$ cat src/pgc_defs.svh
// register offsets, widths and field positions for the port group pin control block
`ifndef PGC_DEFS_SVH
`define PGC_DEFS_SVH
`define PGC_OFF_DATA 12'h000
`define PGC_OFF_DATA_SR 12'h100
`define PGC_OFF_PIN_READ 12'h200
`define PGC_OFF_DIR 12'h300
`define PGC_OFF_MODE 12'h400
`define PGC_OFF_FSEL_LO 12'h500
`define PGC_OFF_FSEL_HI 12'h600
`define PGC_OFF_INVERT 12'h700
`define PGC_OFF_DIR_SR 12'h800
`define PGC_OFF_MODE_SR 12'h900
`define PGC_OFF_IBUF 12'hA00
`define PGC_OFF_BIDIR 12'hA10
`define PGC_OFF_DIRECT 12'hA20
`define PGC_OFF_ODRAIN 12'hA30
`define PGC_ADDR_W 12
`define PGC_EN_POS 16
`define PGC_RST_DIR 16'hFFFF
`define PGC_RST_ZERO 16'h0000
`endif

$ cat src/pgc_pkg.sv
// types shared by the port group pin control block
package pgc_pkg;
	typedef enum logic [1:0] {
		PGC_PORT = 2'b00,
		PGC_ALT_SW = 2'b01,
		PGC_ALT_DIRECT = 2'b10
	} pgc_mode_t;
	// enable sits in the upper half so bit m is qualified by bit m+16
	typedef struct packed {
		logic [15:0] enable;
		logic [15:0] value;
	} pgc_sr_word_t;
endpackage : pgc_pkg

$ cat src/pgc_port_group.sv
// port group pin control: apb register file, pin drive and read-back mux
//
// Contract
// - direct write replaces whole direction or mode-select register
// - direction set/reset: bit m takes value where bit m+16 enabled
// - mode-select set/reset: bit m takes value where bit m+16 enabled
// - set/reset changes only enabled bits, others stay unchanged
// - direct and set/reset paths usable interchangeably at any time
// - direct-control bit 1 in alternative mode: function drives enable, direction ignored
// - mode-select 0 is port mode, 1 is alternative mode
// - direction bit 1 is input, 0 is output
// - direct-control picks software or function direction in alternative mode
// - port mode drives pin from output data register bit
// - alternative mode drives pin from selected alternative function
// - port input reads data register if buffer off, pin if on
// - software alternative: read pin when input, function output when output
// - direct alternative: read function output when driving, pin when input
// - bidirectional-read bit forces pin level read in every mode
// - open-drain bit: 0 push-pull, 1 open-drain drive
// - direct write replaces whole output data register
// - output set/reset: bit m takes value where bit m+16 enabled
// - invert register: writing 1 toggles data bit, 0 leaves it
// - indirect data accesses alter only addressed bits, both paths usable
// - alternative output with bidirectional read feeds back to function input
// - two function-select bits choose one of four alternative functions
// - mode 1 and direct 1 is direct mode, direct 0 software mode
`timescale 1ns/100ps
`include "pgc_defs.svh"
module pgc_port_group #(
	parameter int PINS = 16
) (
	input wire logic clk_sys,
	input wire logic rst_n,
	input wire logic psel,
	input wire logic penable,
	input wire logic pwrite,
	input wire logic [31:0] paddr,
	input wire logic [31:0] pwdata,
	output logic [31:0] prdata,
	output logic pready,
	output logic pslverr,
	input wire logic [PINS-1:0] pin_in,
	output logic [PINS-1:0] pin_out,
	output logic [PINS-1:0] pin_oe,
	input wire logic [PINS-1:0] alt_out_fn [4],
	input wire logic [PINS-1:0] alt_oe_fn [4],
	output logic [PINS-1:0] alt_in_fn [4]
);
	// ****************************************
	// register file
	// ****************************************
	logic [PINS-1:0] data_q;
	logic [PINS-1:0] dir_q;
	logic [PINS-1:0] mode_q;
	logic [PINS-1:0] fsel_lo_q;
	logic [PINS-1:0] fsel_hi_q;
	logic [PINS-1:0] ibuf_q;
	logic [PINS-1:0] bidir_q;
	logic [PINS-1:0] direct_q;
	logic [PINS-1:0] odrain_q;
	logic [`PGC_ADDR_W-1:0] addr;
	logic wr_en;
	logic rd_en;
	pgc_pkg::pgc_sr_word_t sr_word;

	assign addr = paddr[`PGC_ADDR_W-1:0];
	// single apb port: one access per cycle, so collisions are serialised
	assign wr_en = psel && penable && pwrite && pready;
	assign rd_en = psel && !penable && !pwrite;
	assign sr_word = pwdata;

	// applies a set/reset word, touching only enabled bits
	function automatic logic [PINS-1:0] apply_sr(input logic [PINS-1:0] cur,
		input pgc_pkg::pgc_sr_word_t w);
		logic [PINS-1:0] en;
		logic [PINS-1:0] val;
		en = w.enable[PINS-1:0];
		val = w.value[PINS-1:0];
		apply_sr = (cur & ~en) | (val & en);
	endfunction : apply_sr

	function automatic logic known_offset(input logic [`PGC_ADDR_W-1:0] a);
		case (a)
			`PGC_OFF_DATA, `PGC_OFF_DATA_SR, `PGC_OFF_PIN_READ, `PGC_OFF_DIR,
			`PGC_OFF_MODE, `PGC_OFF_FSEL_LO, `PGC_OFF_FSEL_HI, `PGC_OFF_INVERT,
			`PGC_OFF_DIR_SR, `PGC_OFF_MODE_SR, `PGC_OFF_IBUF, `PGC_OFF_BIDIR,
			`PGC_OFF_DIRECT, `PGC_OFF_ODRAIN: known_offset = 1'b1;
			default: known_offset = 1'b0;
		endcase
	endfunction : known_offset

	always_ff @(posedge clk_sys or negedge rst_n)
	begin
		if (!rst_n)
			dir_q <= PINS'(`PGC_RST_DIR);
		else if (wr_en && addr == `PGC_OFF_DIR)
			dir_q <= pwdata[PINS-1:0];
		else if (wr_en && addr == `PGC_OFF_DIR_SR)
			dir_q <= apply_sr(dir_q, sr_word);
	end

	always_ff @(posedge clk_sys or negedge rst_n)
	begin
		if (!rst_n)
			mode_q <= PINS'(`PGC_RST_ZERO);
		else if (wr_en && addr == `PGC_OFF_MODE)
			mode_q <= pwdata[PINS-1:0];
		else if (wr_en && addr == `PGC_OFF_MODE_SR)
			mode_q <= apply_sr(mode_q, sr_word);
	end

	always_ff @(posedge clk_sys or negedge rst_n)
	begin
		if (!rst_n)
			data_q <= PINS'(`PGC_RST_ZERO);
		else if (wr_en && addr == `PGC_OFF_DATA)
			data_q <= pwdata[PINS-1:0];
		else if (wr_en && addr == `PGC_OFF_DATA_SR)
			data_q <= apply_sr(data_q, sr_word);
		else if (wr_en && addr == `PGC_OFF_INVERT)
			data_q <= data_q ^ pwdata[PINS-1:0];
	end

	always_ff @(posedge clk_sys or negedge rst_n)
	begin
		if (!rst_n)
		begin
			fsel_lo_q <= PINS'(`PGC_RST_ZERO);
			fsel_hi_q <= PINS'(`PGC_RST_ZERO);
			ibuf_q <= PINS'(`PGC_RST_ZERO);
			bidir_q <= PINS'(`PGC_RST_ZERO);
			direct_q <= PINS'(`PGC_RST_ZERO);
			odrain_q <= PINS'(`PGC_RST_ZERO);
		end
		else if (wr_en)
		begin
			case (addr)
				`PGC_OFF_FSEL_LO: fsel_lo_q <= pwdata[PINS-1:0];
				`PGC_OFF_FSEL_HI: fsel_hi_q <= pwdata[PINS-1:0];
				`PGC_OFF_IBUF: ibuf_q <= pwdata[PINS-1:0];
				`PGC_OFF_BIDIR: bidir_q <= pwdata[PINS-1:0];
				`PGC_OFF_DIRECT: direct_q <= pwdata[PINS-1:0];
				`PGC_OFF_ODRAIN: odrain_q <= pwdata[PINS-1:0];
				default: ;
			endcase
		end
	end

	// ****************************************
	// per-pin drive and read-back
	// ****************************************
	logic [PINS-1:0] alt_o;
	logic [PINS-1:0] alt_oe;
	logic [PINS-1:0] drive_en;
	logic [PINS-1:0] drive_val;
	logic [PINS-1:0] read_val;
	logic [PINS-1:0] fb_en;

	always_comb
	begin
		for (int m = 0; m < PINS; m++)
		begin
			logic [1:0] fs;
			pgc_pkg::pgc_mode_t md;
			fs = {fsel_hi_q[m], fsel_lo_q[m]};
			alt_o[m] = alt_out_fn[fs][m];
			alt_oe[m] = alt_oe_fn[fs][m];
			if (!mode_q[m])
				md = pgc_pkg::PGC_PORT;
			else if (direct_q[m])
				md = pgc_pkg::PGC_ALT_DIRECT;
			else
				md = pgc_pkg::PGC_ALT_SW;
			case (md)
				pgc_pkg::PGC_PORT:
				begin
					drive_en[m] = !dir_q[m];
					drive_val[m] = data_q[m];
					read_val[m] = dir_q[m] ? (ibuf_q[m] ? pin_in[m] : data_q[m])
						: data_q[m];
				end
				pgc_pkg::PGC_ALT_SW:
				begin
					drive_en[m] = !dir_q[m];
					drive_val[m] = alt_o[m];
					read_val[m] = dir_q[m] ? pin_in[m] : alt_o[m];
				end
				pgc_pkg::PGC_ALT_DIRECT:
				begin
					drive_en[m] = alt_oe[m];
					drive_val[m] = alt_o[m];
					read_val[m] = alt_oe[m] ? alt_o[m] : pin_in[m];
				end
				default:
				begin
					drive_en[m] = 1'b0;
					drive_val[m] = 1'b0;
					read_val[m] = 1'b0;
				end
			endcase
			if (bidir_q[m])
				read_val[m] = pin_in[m];
			fb_en[m] = mode_q[m] && drive_en[m] && bidir_q[m];
		end
	end

	// outputs registered: one cycle of latency from control change to pin
	always_ff @(posedge clk_sys or negedge rst_n)
	begin
		if (!rst_n)
		begin
			pin_out <= PINS'(`PGC_RST_ZERO);
			pin_oe <= PINS'(`PGC_RST_ZERO);
		end
		else
		begin
			// open drain only ever drives low, a high releases the pin
			pin_out <= drive_val & ~odrain_q;
			pin_oe <= drive_en & ~(odrain_q & drive_val);
		end
	end

	always_ff @(posedge clk_sys or negedge rst_n)
	begin
		if (!rst_n)
		begin
			for (int k = 0; k < 4; k++)
				alt_in_fn[k] <= PINS'(`PGC_RST_ZERO);
		end
		else
		begin
			for (int k = 0; k < 4; k++)
			begin
				for (int m = 0; m < PINS; m++)
				begin
					// only the selected function sees the pin; others read zero
					if ({fsel_hi_q[m], fsel_lo_q[m]} != 2'(k))
						alt_in_fn[k][m] <= 1'b0;
					else if (fb_en[m])
						alt_in_fn[k][m] <= drive_val[m];
					else
						alt_in_fn[k][m] <= pin_in[m];
				end
			end
		end
	end

	// ****************************************
	// apb answer
	// ****************************************
	always_ff @(posedge clk_sys or negedge rst_n)
	begin
		if (!rst_n)
			pready <= 1'b0;
		else
			pready <= psel && !penable;
	end

	always_ff @(posedge clk_sys or negedge rst_n)
	begin
		if (!rst_n)
			pslverr <= 1'b0;
		else
			pslverr <= psel && !penable && !known_offset(addr);
	end

	always_ff @(posedge clk_sys or negedge rst_n)
	begin
		if (!rst_n)
			prdata <= 32'h0000_0000;
		else if (rd_en)
		begin
			prdata <= 32'h0000_0000;
			case (addr)
				`PGC_OFF_DATA: prdata[PINS-1:0] <= data_q;
				`PGC_OFF_PIN_READ: prdata[PINS-1:0] <= read_val;
				`PGC_OFF_DIR: prdata[PINS-1:0] <= dir_q;
				`PGC_OFF_MODE: prdata[PINS-1:0] <= mode_q;
				`PGC_OFF_FSEL_LO: prdata[PINS-1:0] <= fsel_lo_q;
				`PGC_OFF_FSEL_HI: prdata[PINS-1:0] <= fsel_hi_q;
				`PGC_OFF_IBUF: prdata[PINS-1:0] <= ibuf_q;
				`PGC_OFF_BIDIR: prdata[PINS-1:0] <= bidir_q;
				`PGC_OFF_DIRECT: prdata[PINS-1:0] <= direct_q;
				`PGC_OFF_ODRAIN: prdata[PINS-1:0] <= odrain_q;
				default: ; // set/reset and invert registers read zero
			endcase
		end
	end
endmodule : pgc_port_group

$ cat config.mk
export PLATFORM = sky130hd
export DESIGN_NAME = pgc_port_group
export DESIGN_NICKNAME = d
export VERILOG_FILES = /design/src/pgc_pkg.sv /design/src/pgc_port_group.sv
export VERILOG_INCLUDE_DIRS = /design/src /design/src/src
export SDC_FILE = /design/constraint.sdc
export NUM_CORES = 1
export LEC_CHECK = 0
export ABC_AREA = 1
export BUFFER_PORTS_ARGS = -buffer_cell sky130_fd_sc_hd__buf_2
export CELL_PAD_IN_SITES_DETAIL_PLACEMENT = 0
export CELL_PAD_IN_SITES_GLOBAL_PLACEMENT = 1
export CORE_MARGIN = 2
export CORE_UTILIZATION = 42
export DETAILED_ROUTE_END_ITERATION = 10
export PLACE_DENSITY = 0.95
export SYNTH_ARGS = -nofsm -noshare
export SYNTH_HDL_FRONTEND = slang
export SYNTH_SLANG_ARGS = --single-unit
$ cat constraint.sdc
create_clock -name clk_sys -period 4.65 [get_ports clk_sys]
set_input_delay 0.93 -clock clk_sys [delete_from_list [all_inputs] [get_ports clk_sys]]
set_output_delay 0.93 -clock clk_sys [all_outputs]
set_load 0.005 [all_outputs]
# Word level (Yosys, flattened, before mapping)

Index checks and enable logic that the tools add are counted.

Magnitude comparators: 16
Eq/ne operators: 93
Multiplexer cells: 345
Bitwise logic cells: 30
Reductions and logical operators: 139

Operators by type and width:

| cell                                                   | count |
|---|---|
| binary-select mux 16 bit (select 2 bit)                | 32 |
| 2-to-1 mux 16 bit                                      | 11 |
| 2-to-1 mux 1 bit                                       | 165 |
| one-hot mux 16 bit (10 select lines)                   | 1 |
| AND 16 bit                                             | 7 |
| equality test 12 bit (second input constant)           | 6 |
| 2-to-1 mux 2 bit                                       | 36 |
| != test 2 bit (second input constant)                  | 32 |
| one-hot mux 1 bit (2 select lines)                     | 32 |
| OR reduction 2 bit                                     | 32 |
| 2-to-1 mux 15 bit                                      | 4 |
| 2-to-1 mux 14 bit                                      | 4 |
| 2-to-1 mux 13 bit                                      | 4 |
| equality test 12 x 11 -> 1 bit (second input constant) | 4 |
| >= comparator 3 bit (second input constant)            | 16 |
| 2-to-1 mux 12 bit                                      | 4 |
| inverter 16 bit                                        | 3 |
| inverter 2 -> 3 bit                                    | 16 |
| OR 16 bit                                              | 3 |
| one-hot mux 1 bit (3 select lines)                     | 16 |
| logical AND 1 bit                                      | 45 |
| 2-to-1 mux 11 bit                                      | 4 |
| 2-to-1 mux 10 bit                                      | 4 |
| 2-to-1 mux 9 bit                                       | 4 |
| other kinds (19)                                       | 138 |

Register bits: 258
Bits of input ports: 213
Output and inout port bits: 130

# Longest topological paths before layout

Gate-level depths: netlist (run 1).

Depth in word-level cells: 9
Mapped depth: 13
Depth with buffers taken out: 12

# Worst setup path after synthesis (run 1)

No wires, ideal clock.

Path kind: input port to flip-flop
Start: input paddr[3]
End: register fsel_hi_q[1]
Data arrival time: 2,148 ps
Required time: 4,518 ps
Slack: 2,371 ps
Stages: 9
Path buffers: 1
Cell sequence: nor2_1 -> nand2_4 -> nor2_8 -> nand2_2 -> nor2_2 -> nand2_1 -> clkbuf_1 -> nand2_1 -> o21ai_0

Longest elaborated chain between the ends: 2

Ends and longest elaborated chain:

| item                                 | RTL line              | RTL |
|---|---|---|
| start: declaration                   | pgc_port_group.sv:37  | `input wire logic [31:0] paddr,` |
| equality test 12 x 11 -> 1 bit       | pgc_port_group.sv:137 | `case (addr)` |
| AND reduction 2 bit (no source line) | n/a                   |  |
| end signal: assignment               | pgc_port_group.sv:129 | `` fsel_hi_q <= PINS'(`PGC_RST_ZERO); `` |
| end signal: assignment               | pgc_port_group.sv:139 | `` `PGC_OFF_FSEL_HI: fsel_hi_q <= pwdata[PINS-1:0]; `` |
| end: declaration                     | pgc_port_group.sv:56  | `logic [PINS-1:0] fsel_hi_q;` |

Every way passes these cells.
A chain may end at the register's enable or synchronous reset.

==> impl_results.md, run 1 <==
* Status: finished clean
* Setup TNS at 0 ns
* Global Route met1 Usage at 35.6%
* Commonest non-fill, non-tap cells in the layout: nand2_1, buf_2, o21ai_0, dfrtp_1, inv_1
* Row count at 70
* Critical path endpoint category: flip-flop
* GP Congestion at 0.896
* PD cells at 277 mW/mm²
* Flop pwr share at 44.4%
* Non-filler instance count after layout at 3057
* Most used cell along the critical path: nand2_2
* Reg2reg setup slack at 2.03 ns
* Synth async-reset ratio at 100%
* Mean Syn Cell Area at 6.75 µm²
* Top_reg_cell synth: dfrtp_1
* Area grow syn2layout at 18.9%
* Maximum VDD drop at 0.000273 V
* Commonest non-fill, non-tap cell in the layout: nand2_1
* I/O pin total at 343
* Hold Fails Final Rpt at 0
* Mapped Cells at 2290
* Switch share at 24.5%
* Post-Syn Area at 0.0155 mm²
* Total global routing overflow at 0
* Postcts setup bufs at 0
* Top post-synthesis cells by area: dfrtp_1, nand2_1, o21ai_0
* RSZ-0062 raised after global routing: no
* Root Driver: clkbuf_16
* Initial antenna violation count at 9
* Drt total wl at 52900 µm
* Max_slew headroom at 27.1%
* CTS Buf Count at 31
* Cts hold-fix bufs at 0
* Grt peak-use layer: met2
* Combinational fraction of design power at 7.2%
* Via/cell ratio at 5.32
* DRT iter0 DRCs at 1338
* Worst path depth at 9
* Cells on worst reg2reg path at 8
* Hold WS at 0.406 ns
* Synth area leader: dfrtp_1
* CTS HTree Levels at 1
* Die area at 0.0384 mm²
* Total power at 5.09 mW
* Internal power at 3.84 mW
* Clk pwr share at 48.4%
* Dpl cell area at 0.0173 mm²
* Period utilization at 75.2%
* Max Root-Sink Buffers at 3
* Die Y at 196 µm
* # DRC at 0
* Slew @ Worst Pin at 1.09 ns
* Static Leak at 10.1 nW
* Final setup viols at 0
* Crit path launch: paddr[7]
* Largest net degree at the start of global routing at 103
* Number of synthesized flops with an enable pin at 0
* Detailed Place HPWL at 36000 µm
* Vias in the first global route at 15200
* Layout cells sized above 1 at 16.8%
* CP peak stage delay at 0.64 ns
* CTS tree: done
* Avg WL per Cell at 17.3 µm
* Initial core utilization at 42.4%
* Antenna viol nets, final at 0
* Final instance area at 0.0184 mm²
* Switch Pwr at 1.25 mW
* GR Util All Layers at 27.3%
* CP Launch Type: primary input
* Synthesized flop and latch total at 258
* Clock sink count at 258
* Synth warnings at 0
* Worst path slowest cell: nand3_1
* Core region area at 0.0364 mm²
* Max_cap viols at 0
* Cell class contributing the biggest share of worst-path delay: simple AND/OR/NAND/NOR gates
* Fin. max-slew vios at 0
* Fmax at 286 MHz
* Worst hold path type: in -> async
* Post-synth top area share at 39.2%
* DP Cell Count at 2993
* Grt met3 use at 5.24%
* Post_cts resized at 0
* First-pass GRT wire length at 82100 µm
* Seq/Total Area, Yosys at 41.9%
* Crit-path max FO at 36
* Synth unique cells at 33
* Met2 Usage GRT at 44.7%
* Min Clock Period, post-route at 3.50 ns
* Vias post-DR at 16300
* IO buf count at 306
* Crit-path cells: buf_2 > nor2_1 > nand2_2 > nor2_8 > nand3_1 > buf_4 > nand2_2 > o211ai_1 > o21ai_0
* Nets@finish at 2771
* Crit path buffers/inverters at 2
* Final Skew at 0.0113 ns
* Arr. time, crit path at 4.00 ns
* Worst-Skew Late Latency at 0.58 ns
* Die width at 196 µm
* DR pass1 iterations at 5
* Crit path kind: in -> reg
* CP Data Required Time at 5.15 ns
* Clock-pin slew on the worst setup and hold paths at 0.06 ns
* Worst r2r src: pready$_DFF_PN0_
==> through the flow <==
| stage | setup slack [ns] | utilization [%] |
|---|---|---|
| global placement | 0.834 | 47.6 |
| global route | 1.03 | 50.4 |
| detailed placement | 0.767 | 47.6 |
| finish | 1.15 | 50.5 |
| floorplan | 2.37 | - |
| CTS | 1.34 | 50.4 |
==> power groups by stage <==
| stage | Sequential, mW | Combinational (mW) | Clock [mW] |
|---|---|---|---|
| global placement | 2.30 | 0.356 | 0 |
| finish | 2.26 | 0.366 | 2.46 |
| detailed placement | 2.30 | 0.363 | 0 |
| CTS | 2.26 | 0.365 | 2.51 |
| floorplan | 2.30 | 0.156 | 0 |
| global route | 2.26 | 0.412 | 2.61 |
==> cell type report <==
class / instances / area, µm²
Clock inverter: 10 / 115
Clock buffer: 48 / 920
Sequential cell: 258 / 6480
Fill cell: 3704 / 18100
Tap cell: 468 / 586
Timing Repair Buffer: 335 / 1770
Inverter: 245 / 920
Multi-Input combinational cell: 1687 / 7580
Antenna cell: 6 / 15.0
==> worst min-delay path by stage <==
stage | from | end | slack [ns] | cells after the start
2_1_floorplan | odrain_q[15]$_DFFE_PN0P_ | pin_out[15]$_DFF_PN0_ | 0.42 | 1
3_3_place_gp | odrain_q[15]$_DFFE_PN0P_ | pin_out[15]$_DFF_PN0_ | 0.46 | 1
3_5_place_dp | odrain_q[15]$_DFFE_PN0P_ | pin_out[15]$_DFF_PN0_ | 0.45 | 1
4_1_cts | rst_n | alt_in_fn[47]$_DFF_PN0_ | 0.44 | 1
5_1_grt | rst_n | alt_in_fn[47]$_DFF_PN0_ | 0.46 | 1
6_report | rst_n | alt_in_fn[47]$_DFF_PN0_ | 0.41 | 1
==> cells by family after synthesis <==
family	share of synthesized area, %
and+or+nand+nor	34.4
other	0.0243
buffers and inverters	9.65
AOI/OAI and AO/OA	14.1
DFF	41.9
==> cell usage after synthesis (3+ instances only) <==
cell type / n
nand2_1: 767
o21ai_0: 251
dfrtp_1: 242
inv_1: 235
nor2_1: 223
nand3_1: 186
a21oi_1: 62
nand4_1: 50
clkbuf_1: 48
buf_2: 42
o21ai_1: 39
o211ai_1: 33
buf_4: 23
a211oi_1: 17
dfstp_2: 16
and2_1: 15
inv_2: 7
nor2_4: 5
nand2_2: 4
nor3_1: 4
nor4_4: 4
clkinv_1: 3
==> routing by layer <==
metal | share of wire, % | up-vias
met5 | 0.060 | -
met4 | 3.5 | 6
met3 | 9.4 | 133
met2 | 46 | 747
met1 | 41 | 7493
li1 | - | 7876
==> worst register-to-register path, cell delays in order (launching register included) <==
cell and delay [ns]:
dfrtp_1 0.42, nand2_1 0.07, nor2_1 0.08, buf_4 0.22
nand3_1 0.53, buf_4 0.42, nand2_2 0.49, o211ai_1 0.17
o21ai_0 0.14
No activity file was read; power rests on OpenSTA's default activity.
==> run 2, diff against run 1 <==
--- a/config.mk
+++ b/config.mk
@@ -11,9 +11,9 @@
 export CELL_PAD_IN_SITES_DETAIL_PLACEMENT = 0
 export CELL_PAD_IN_SITES_GLOBAL_PLACEMENT = 1
 export CORE_MARGIN = 2
-export CORE_UTILIZATION = 42
+export CORE_UTILIZATION = 39
 export DETAILED_ROUTE_END_ITERATION = 10
-export PLACE_DENSITY = 0.95
+export PLACE_DENSITY = 0.93
 export SYNTH_ARGS = -nofsm -noshare
 export SYNTH_HDL_FRONTEND = slang
 export SYNTH_SLANG_ARGS = --single-unit
==> constraint.sdc (replaced) <==
create_clock -name clk_sys -period 3.5 [get_ports clk_sys]
set_input_delay 0.7 -clock clk_sys [delete_from_list [all_inputs] [get_ports clk_sys]]
set_output_delay 0.7 -clock clk_sys [all_outputs]
set_load 0.005 [all_outputs]
==> impl_results.md, run 2 (synthesis results as in run 1) <==
* Status: finished clean
* Largest net degree at the start of global routing at 93
* Vias post-DR at 16200
* Commonest non-fill, non-tap cell in the layout: nand2_1
* Initial antenna violation count at 10
* Cts hold-fix bufs at 0
* Nets@finish at 2785
* DR pass1 iterations at 8
* Commonest non-fill, non-tap cells in the layout: nand2_1, buf_2, o21ai_0, dfrtp_1, inv_1
* RSZ-0062 raised after global routing: no
* CTS HTree Levels at 1
* PD cells at 357 mW/mm²
* Slew @ Worst Pin at 1.14 ns
* Avg WL per Cell at 17.1 µm
* I/O pin total at 343
* Crit path kind: in -> reg
* Vias in the first global route at 15500
* Antenna viol nets, final at 0
* Final Skew at 0.00904 ns
* Max Root-Sink Buffers at 3
* Worst hold path type: in -> async
* GR Util All Layers at 25.7%
* Max_cap viols at 0
* Die Y at 203 µm
* # DRC at 0
* Worst r2r src: pready$_DFF_PN0_
* Die area at 0.0413 mm²
* Drt total wl at 53500 µm
* Fmax at 388 MHz
* Period utilization at 73.7%
* Post_cts resized at 0
* Core region area at 0.0389 mm²
* Layout cells sized above 1 at 17.3%
* Max_slew headroom at 23.6%
* Root Driver: clkbuf_16
* Clock-pin slew on the worst setup and hold paths at 0.06 ns
* Worst setup margin at 0.922 ns
* Fin. max-slew vios at 0
* GP Congestion at 0.926
* Setup TNS at 0 ns
* CP Data Required Time at 3.98 ns
* Total global routing overflow at 0
* Maximum VDD drop at 0.000350 V
* Initial core utilization at 39.7%
* Detailed Place HPWL at 37200 µm
* Clock sink count at 258
* CP Launch Type: primary input
* CTS tree: done
* Crit-path max FO at 25
* DRT iter0 DRCs at 1348
* Die width at 203 µm
* Row count at 72
* Min Clock Period, post-route at 2.58 ns
* Final setup viols at 0
* Hold WS at 0.144 ns
* Hold Fails Final Rpt at 0
* Arr. time, crit path at 3.06 ns
* Postcts setup bufs at 0
* IO buf count at 306
* Critical path endpoint category: flip-flop
* Worst-Skew Late Latency at 0.57 ns
* Via/cell ratio at 5.19
* Crit path launch: paddr[3]
* Post-Place Setup Slack at 0.350 ns
* Static Leak at 10.1 nW
* Area grow syn2layout at 19.8%
* First-pass GRT wire length at 83100 µm
* CTS Buf Count at 30
[run 2: cell count changes in the layout (fill, tap and decap cells not counted)]
cell	previous run	this run
buf_12	1	2
buf_4	28	42
bufinv_16	2	0
clkbuf_1	9	8
clkbuf_8	8	10
clkinv_2	4	5
clkinv_4	2	1
clkinvlp_4	0	1
diode_2	6	9
inv_6	2	0
[run 2: critical path, cell delays in order]
cell and delay, ns:
buf_2 0.10, nor2_1 0.17, nand2_4 0.18, nor2_8 0.40, nand3_1 0.46, nand2_2 0.65
o211ai_1 0.22, o21ai_0 0.16
[run 2: report_power, final]
part / switching [mW] / internal [mW] / leakage [nW]
sequential: 0.00463 / 3.00 / 3.26
clock: 1.29 / 1.83 / 0.487
combinational: 0.330 / 0.166 / 6.39
total: 1.63 / 4.99 / 10.1
[run 2: layer usage]
layer / global-route usage (%) / vias to the layer above / wire length, µm
li1: - / 7902 / -
met1: 32.9 / 7439 / 22200
met2: 41.9 / 732 / 24400
met3: 4.77 / 125 / 4630
met4: 12.3 / 0 / 2210
met5: 0 / - / 0
[run 2: final timing paths]
check	end	slack [ns]	cells after the start
max in group asynchronous	asynchronous set/reset pin	2.40	2
max reg2reg	flip-flop	1.24	7
min	alt_in_fn[21]$_DFF_PN0_	0.14	1
min reg2reg	pin_out[5]$_DFF_PN0_	0.47	1
min in group clk_sys	odrain_q[13]$_DFFE_PN0P_	0.44	3
max	flip-flop	0.92	8
[run 2: stage by stage]
step | util [%] | instances | cell area, µm² | power [mW]
4_1_cts | 47.6 | 3114 | 18500 | 6.69
3_5_place_dp | 45.0 | 3058 | 17500 | 3.55
3_3_place_gp | 45.0 | 3058 | 17500 | 3.54
2_1_floorplan | - | 2305 | 15500 | 3.26
6_report | 47.6 | 3123 | 18500 | 6.62
5_1_grt | 47.6 | 3122 | 18500 | 6.86
[run 2: final cells by class]
type | count | area [µm²]
antenna | 9 | 22.5
clock buffer | 49 | 943
clock inverter | 7 | 41.3
fill | 4014 | 20400
inverter | 245 | 920
multi-input combinational | 1687 | 7580
sequential | 258 | 6480
tap | 518 | 648
timing repair buffer | 350 | 1900
==> run 3, diff against run 2 <==
--- a/config.mk
+++ b/config.mk
@@ -6,14 +6,14 @@
 export SDC_FILE = /design/constraint.sdc
 export NUM_CORES = 1
 export LEC_CHECK = 0
-export ABC_AREA = 1
+export ABC_AREA = 0
 export BUFFER_PORTS_ARGS = -buffer_cell sky130_fd_sc_hd__buf_2
 export CELL_PAD_IN_SITES_DETAIL_PLACEMENT = 0
 export CELL_PAD_IN_SITES_GLOBAL_PLACEMENT = 1
 export CORE_MARGIN = 2
-export CORE_UTILIZATION = 39
+export CORE_UTILIZATION = 38
 export DETAILED_ROUTE_END_ITERATION = 10
-export PLACE_DENSITY = 0.93
+export PLACE_DENSITY = 0.88
 export SYNTH_ARGS = -nofsm -noshare
 export SYNTH_HDL_FRONTEND = slang
 export SYNTH_SLANG_ARGS = --single-unit
==> constraint.sdc (replaced) <==
create_clock -name clk_sys -period 2.3 [get_ports clk_sys]
set_input_delay 0.46 -clock clk_sys [delete_from_list [all_inputs] [get_ports clk_sys]]
set_output_delay 0.46 -clock clk_sys [all_outputs]
set_load 0.005 [all_outputs]
==> impl_results.md, run 3 <==
* Crit-path cells: mux4_2 > a2bb2oi_1 > o21ai_0 > o311ai_0 > a31oi_1
* Post_cts resized at 0
* Min Clock Period, post-route at 2.10 ns
* Commonest non-fill, non-tap cell in the layout: buf_2
* Via/cell ratio at 5.82
* Worst hold path type: in -> reg
* Count leader, synth: dfrtp_1
* CTS tree: done
* Fillers at 3435
* Static Leak at 8.33 nW
* Fmax at 476 MHz
* Maximum VDD drop at 0.000575 V
* Worst path slowest cell: mux4_2
* Clock-pin slew on the worst setup and hold paths at 0.06 ns
* Cts hold-fix bufs at 1
* DR pass1 iterations at 5
* Top_reg_cell synth: dfrtp_1
* Area of the multi-input gates at 0.00714 mm²
* DRT iter0 DRCs at 973
* Postcts setup bufs at 0
* GR Util All Layers at 24.4%
* Avg WL per Cell at 22.2 µm
* Setup TNS at 0 ns
* Antenna viol nets, final at 0
* Mean Syn Cell Area at 10.9 µm²
* Total power at 10.3 mW
* Post-synth top area share at 42.4%
* Synth warnings at 0
* Register area at 0.00648 mm²
* # DRC at 0
* Initial core utilization at 38.3%
* Number of synthesized flops with an enable pin at 0
* First-pass GRT wire length at 73100 µm
* Synth unique cells at 68
* Drt total wl at 48100 µm
* I/O pin total at 343
* DP Cell Count at 2113
* Root Driver: clkbuf_16
* Clock sink count at 258
* Commonest non-fill, non-tap cells in the layout: buf_2, dfrtp_1, mux2_2, buf_4, o21ai_0
* Nets@finish at 1885
* Seq/Total Area, Yosys at 45.4%
* Hold Fails Final Rpt at 0
* Die Y at 198 µm
* RSZ-0062 raised after global routing: no
* CTS Buf Count at 30
* Post-Syn Area at 0.0143 mm²
* Max_slew headroom at 40.8%
* Synthesized flop and latch total at 258
* Max Root-Sink Buffers at 3
* Non-filler instance count after layout at 2171
* Final Skew at 0.0116 ns
* PD cells at 571 mW/mm²
* Worst-Skew Late Latency at 0.57 ns
* Detailed Place HPWL at 35900 µm
* Period utilization at 91.4%
* Slew @ Worst Pin at 0.885 ns
* CP peak stage delay at 0.62 ns
* IO buf count at 306
* Die area at 0.0391 mm²
* Top post-synthesis cells by area: dfrtp_1, mux2_2, mux4_2
* CP Data Required Time at 2.73 ns
* Vias post-DR at 12600
* Largest net degree at the start of global routing at 61
* Synth async-reset ratio at 100%
* CTS HTree Levels at 1
* Core region area at 0.0373 mm²
* Clk pwr share at 48.4%
* Total global routing overflow at 0
* Max_cap viols at 0
* Synth area leader: dfrtp_1
* Final setup viols at 0
* Internal power at 7.90 mW
* CP Launch Type: flip-flop
* Mapped Cells at 1309
* Status: finished clean
* Crit path kind: reg -> reg
* Fin. max-slew vios at 0
* Critical path endpoint category: flip-flop
* Layout cells sized above 1 at 42.2%
* Area grow syn2layout at 26.5%
* Arr. time, crit path at 2.53 ns
* Flop pwr share at 44.3%
* Combinational fraction of design power at 7.4%
* Synth top cells by count: dfrtp_1, mux2_2, o21ai_0
* Die width at 198 µm
* Row count at 71
* Vias in the first global route at 12500
* Switch Pwr at 2.42 mW
* GP Congestion at 0.944
* Switch share at 23.4%
* Crit-path max FO at 7
* Initial antenna violation count at 4
run 3: cell types whose count changed after synthesis, sizes merged, moves of 33 or more:
cell   previous run  this run
mux4              0        33
nand4            50         3
nand3           188        24
inv             242        54
nand2           773        69
o21ai           290        72
mux2i             0        62
mux2              0       137
nor2            231        69
nor2b             0        40
nor3              4        39
run 3: area by class of cell:
| cell class | count | share of cell area [%] |
|---|---|---|
| clock inverters | 13 | 0.810 |
| inverters | 54 | 1.12 |
| multi-input cells | 898 | 39.5 |
| diodes | 3 | 0.0415 |
| clock buffers | 41 | 4.94 |
| well taps | 474 | 3.28 |
| flip-flops and latches | 258 | 35.8 |
| repair buffers | 430 | 14.5 |
run 3: worst max-delay path: cells and delay by family (launching register included):
| family | cells | cell delay [ns] |
|---|---|---|
| compound gates | 4 | 0.81 |
| mux | 1 | 0.62 |
| flops | 1 | 0.54 |
run 3: cells by family (layout without fill, tap and decap cells):
| group | after synthesis | count (layout) | synth area share, % |
|---|---|---|---|
| and+or+nand+nor | 326 | 326 | 12.6 |
| AOI/OAI and AO/OA | 324 | 324 | 16.2 |
| muxes | 232 | 232 | 20.6 |
| other | 1 | 19 | 0.0263 |
| buffers and inverters | 168 | 538 | 5.20 |
| DFF | 258 | 258 | 45.4 |
run 3: through the flow:
step	area [µm²]	util [%]	worst slack, ns	hold slack, ns
floorplan	14300	-	0.00195	0.164
global placement	17000	45.6	-0.0340	0.423
detailed placement	17000	45.6	-0.0804	0.427
CTS	18100	48.4	0.195	0.212
global route	18100	48.4	0.00337	0.263
finish	18100	48.4	0.198	0.241
run 3: power groups by stage:
stage / sequential, mW / combinational (mW) / clock (mW)
detailed placement: 4.65 / 0.757 / 0
CTS: 4.56 / 0.761 / 5.09
finish: 4.57 / 0.762 / 4.99
global route: 4.56 / 0.825 / 5.26
global placement: 4.65 / 0.740 / 0
floorplan: 4.65 / 0.281 / 0
run 3: routing by layer:
| metal | GRT usage (%) | wire length [µm] | vias to the layer above |
|---|---|---|---|
| met3 | 5.81 | 4370 | 121 |
| met4 | 9.11 | 1900 | 6 |
| met1 | 31.7 | 19500 | 6286 |
| met5 | 0 | 41 | - |
| li1 | - | - | 5618 |
| met2 | 39.6 | 22200 | 601 |
run 3: worst paths after layout:
check | slack [ns] | cells past startpoint | from | end
max | 0.20 | 5 | fsel_lo_q[3]$_DFFE_PN0P_ | prdata[3]$_DFFE_PN0P_
min | 0.24 | 3 | pwdata[22] | flip-flop
max reg2reg | 0.20 | 5 | fsel_lo_q[3]$_DFFE_PN0P_ | prdata[3]$_DFFE_PN0P_
min reg2reg | 0.48 | 1 | odrain_q[8]$_DFFE_PN0P_ | pin_out[8]$_DFF_PN0_
max in group asynchronous | 1.12 | 3 | rst_n | asynchronous set/reset pin
min in group asynchronous | 0.41 | 2 | rst_n | alt_in_fn[27]$_DFF_PN0_
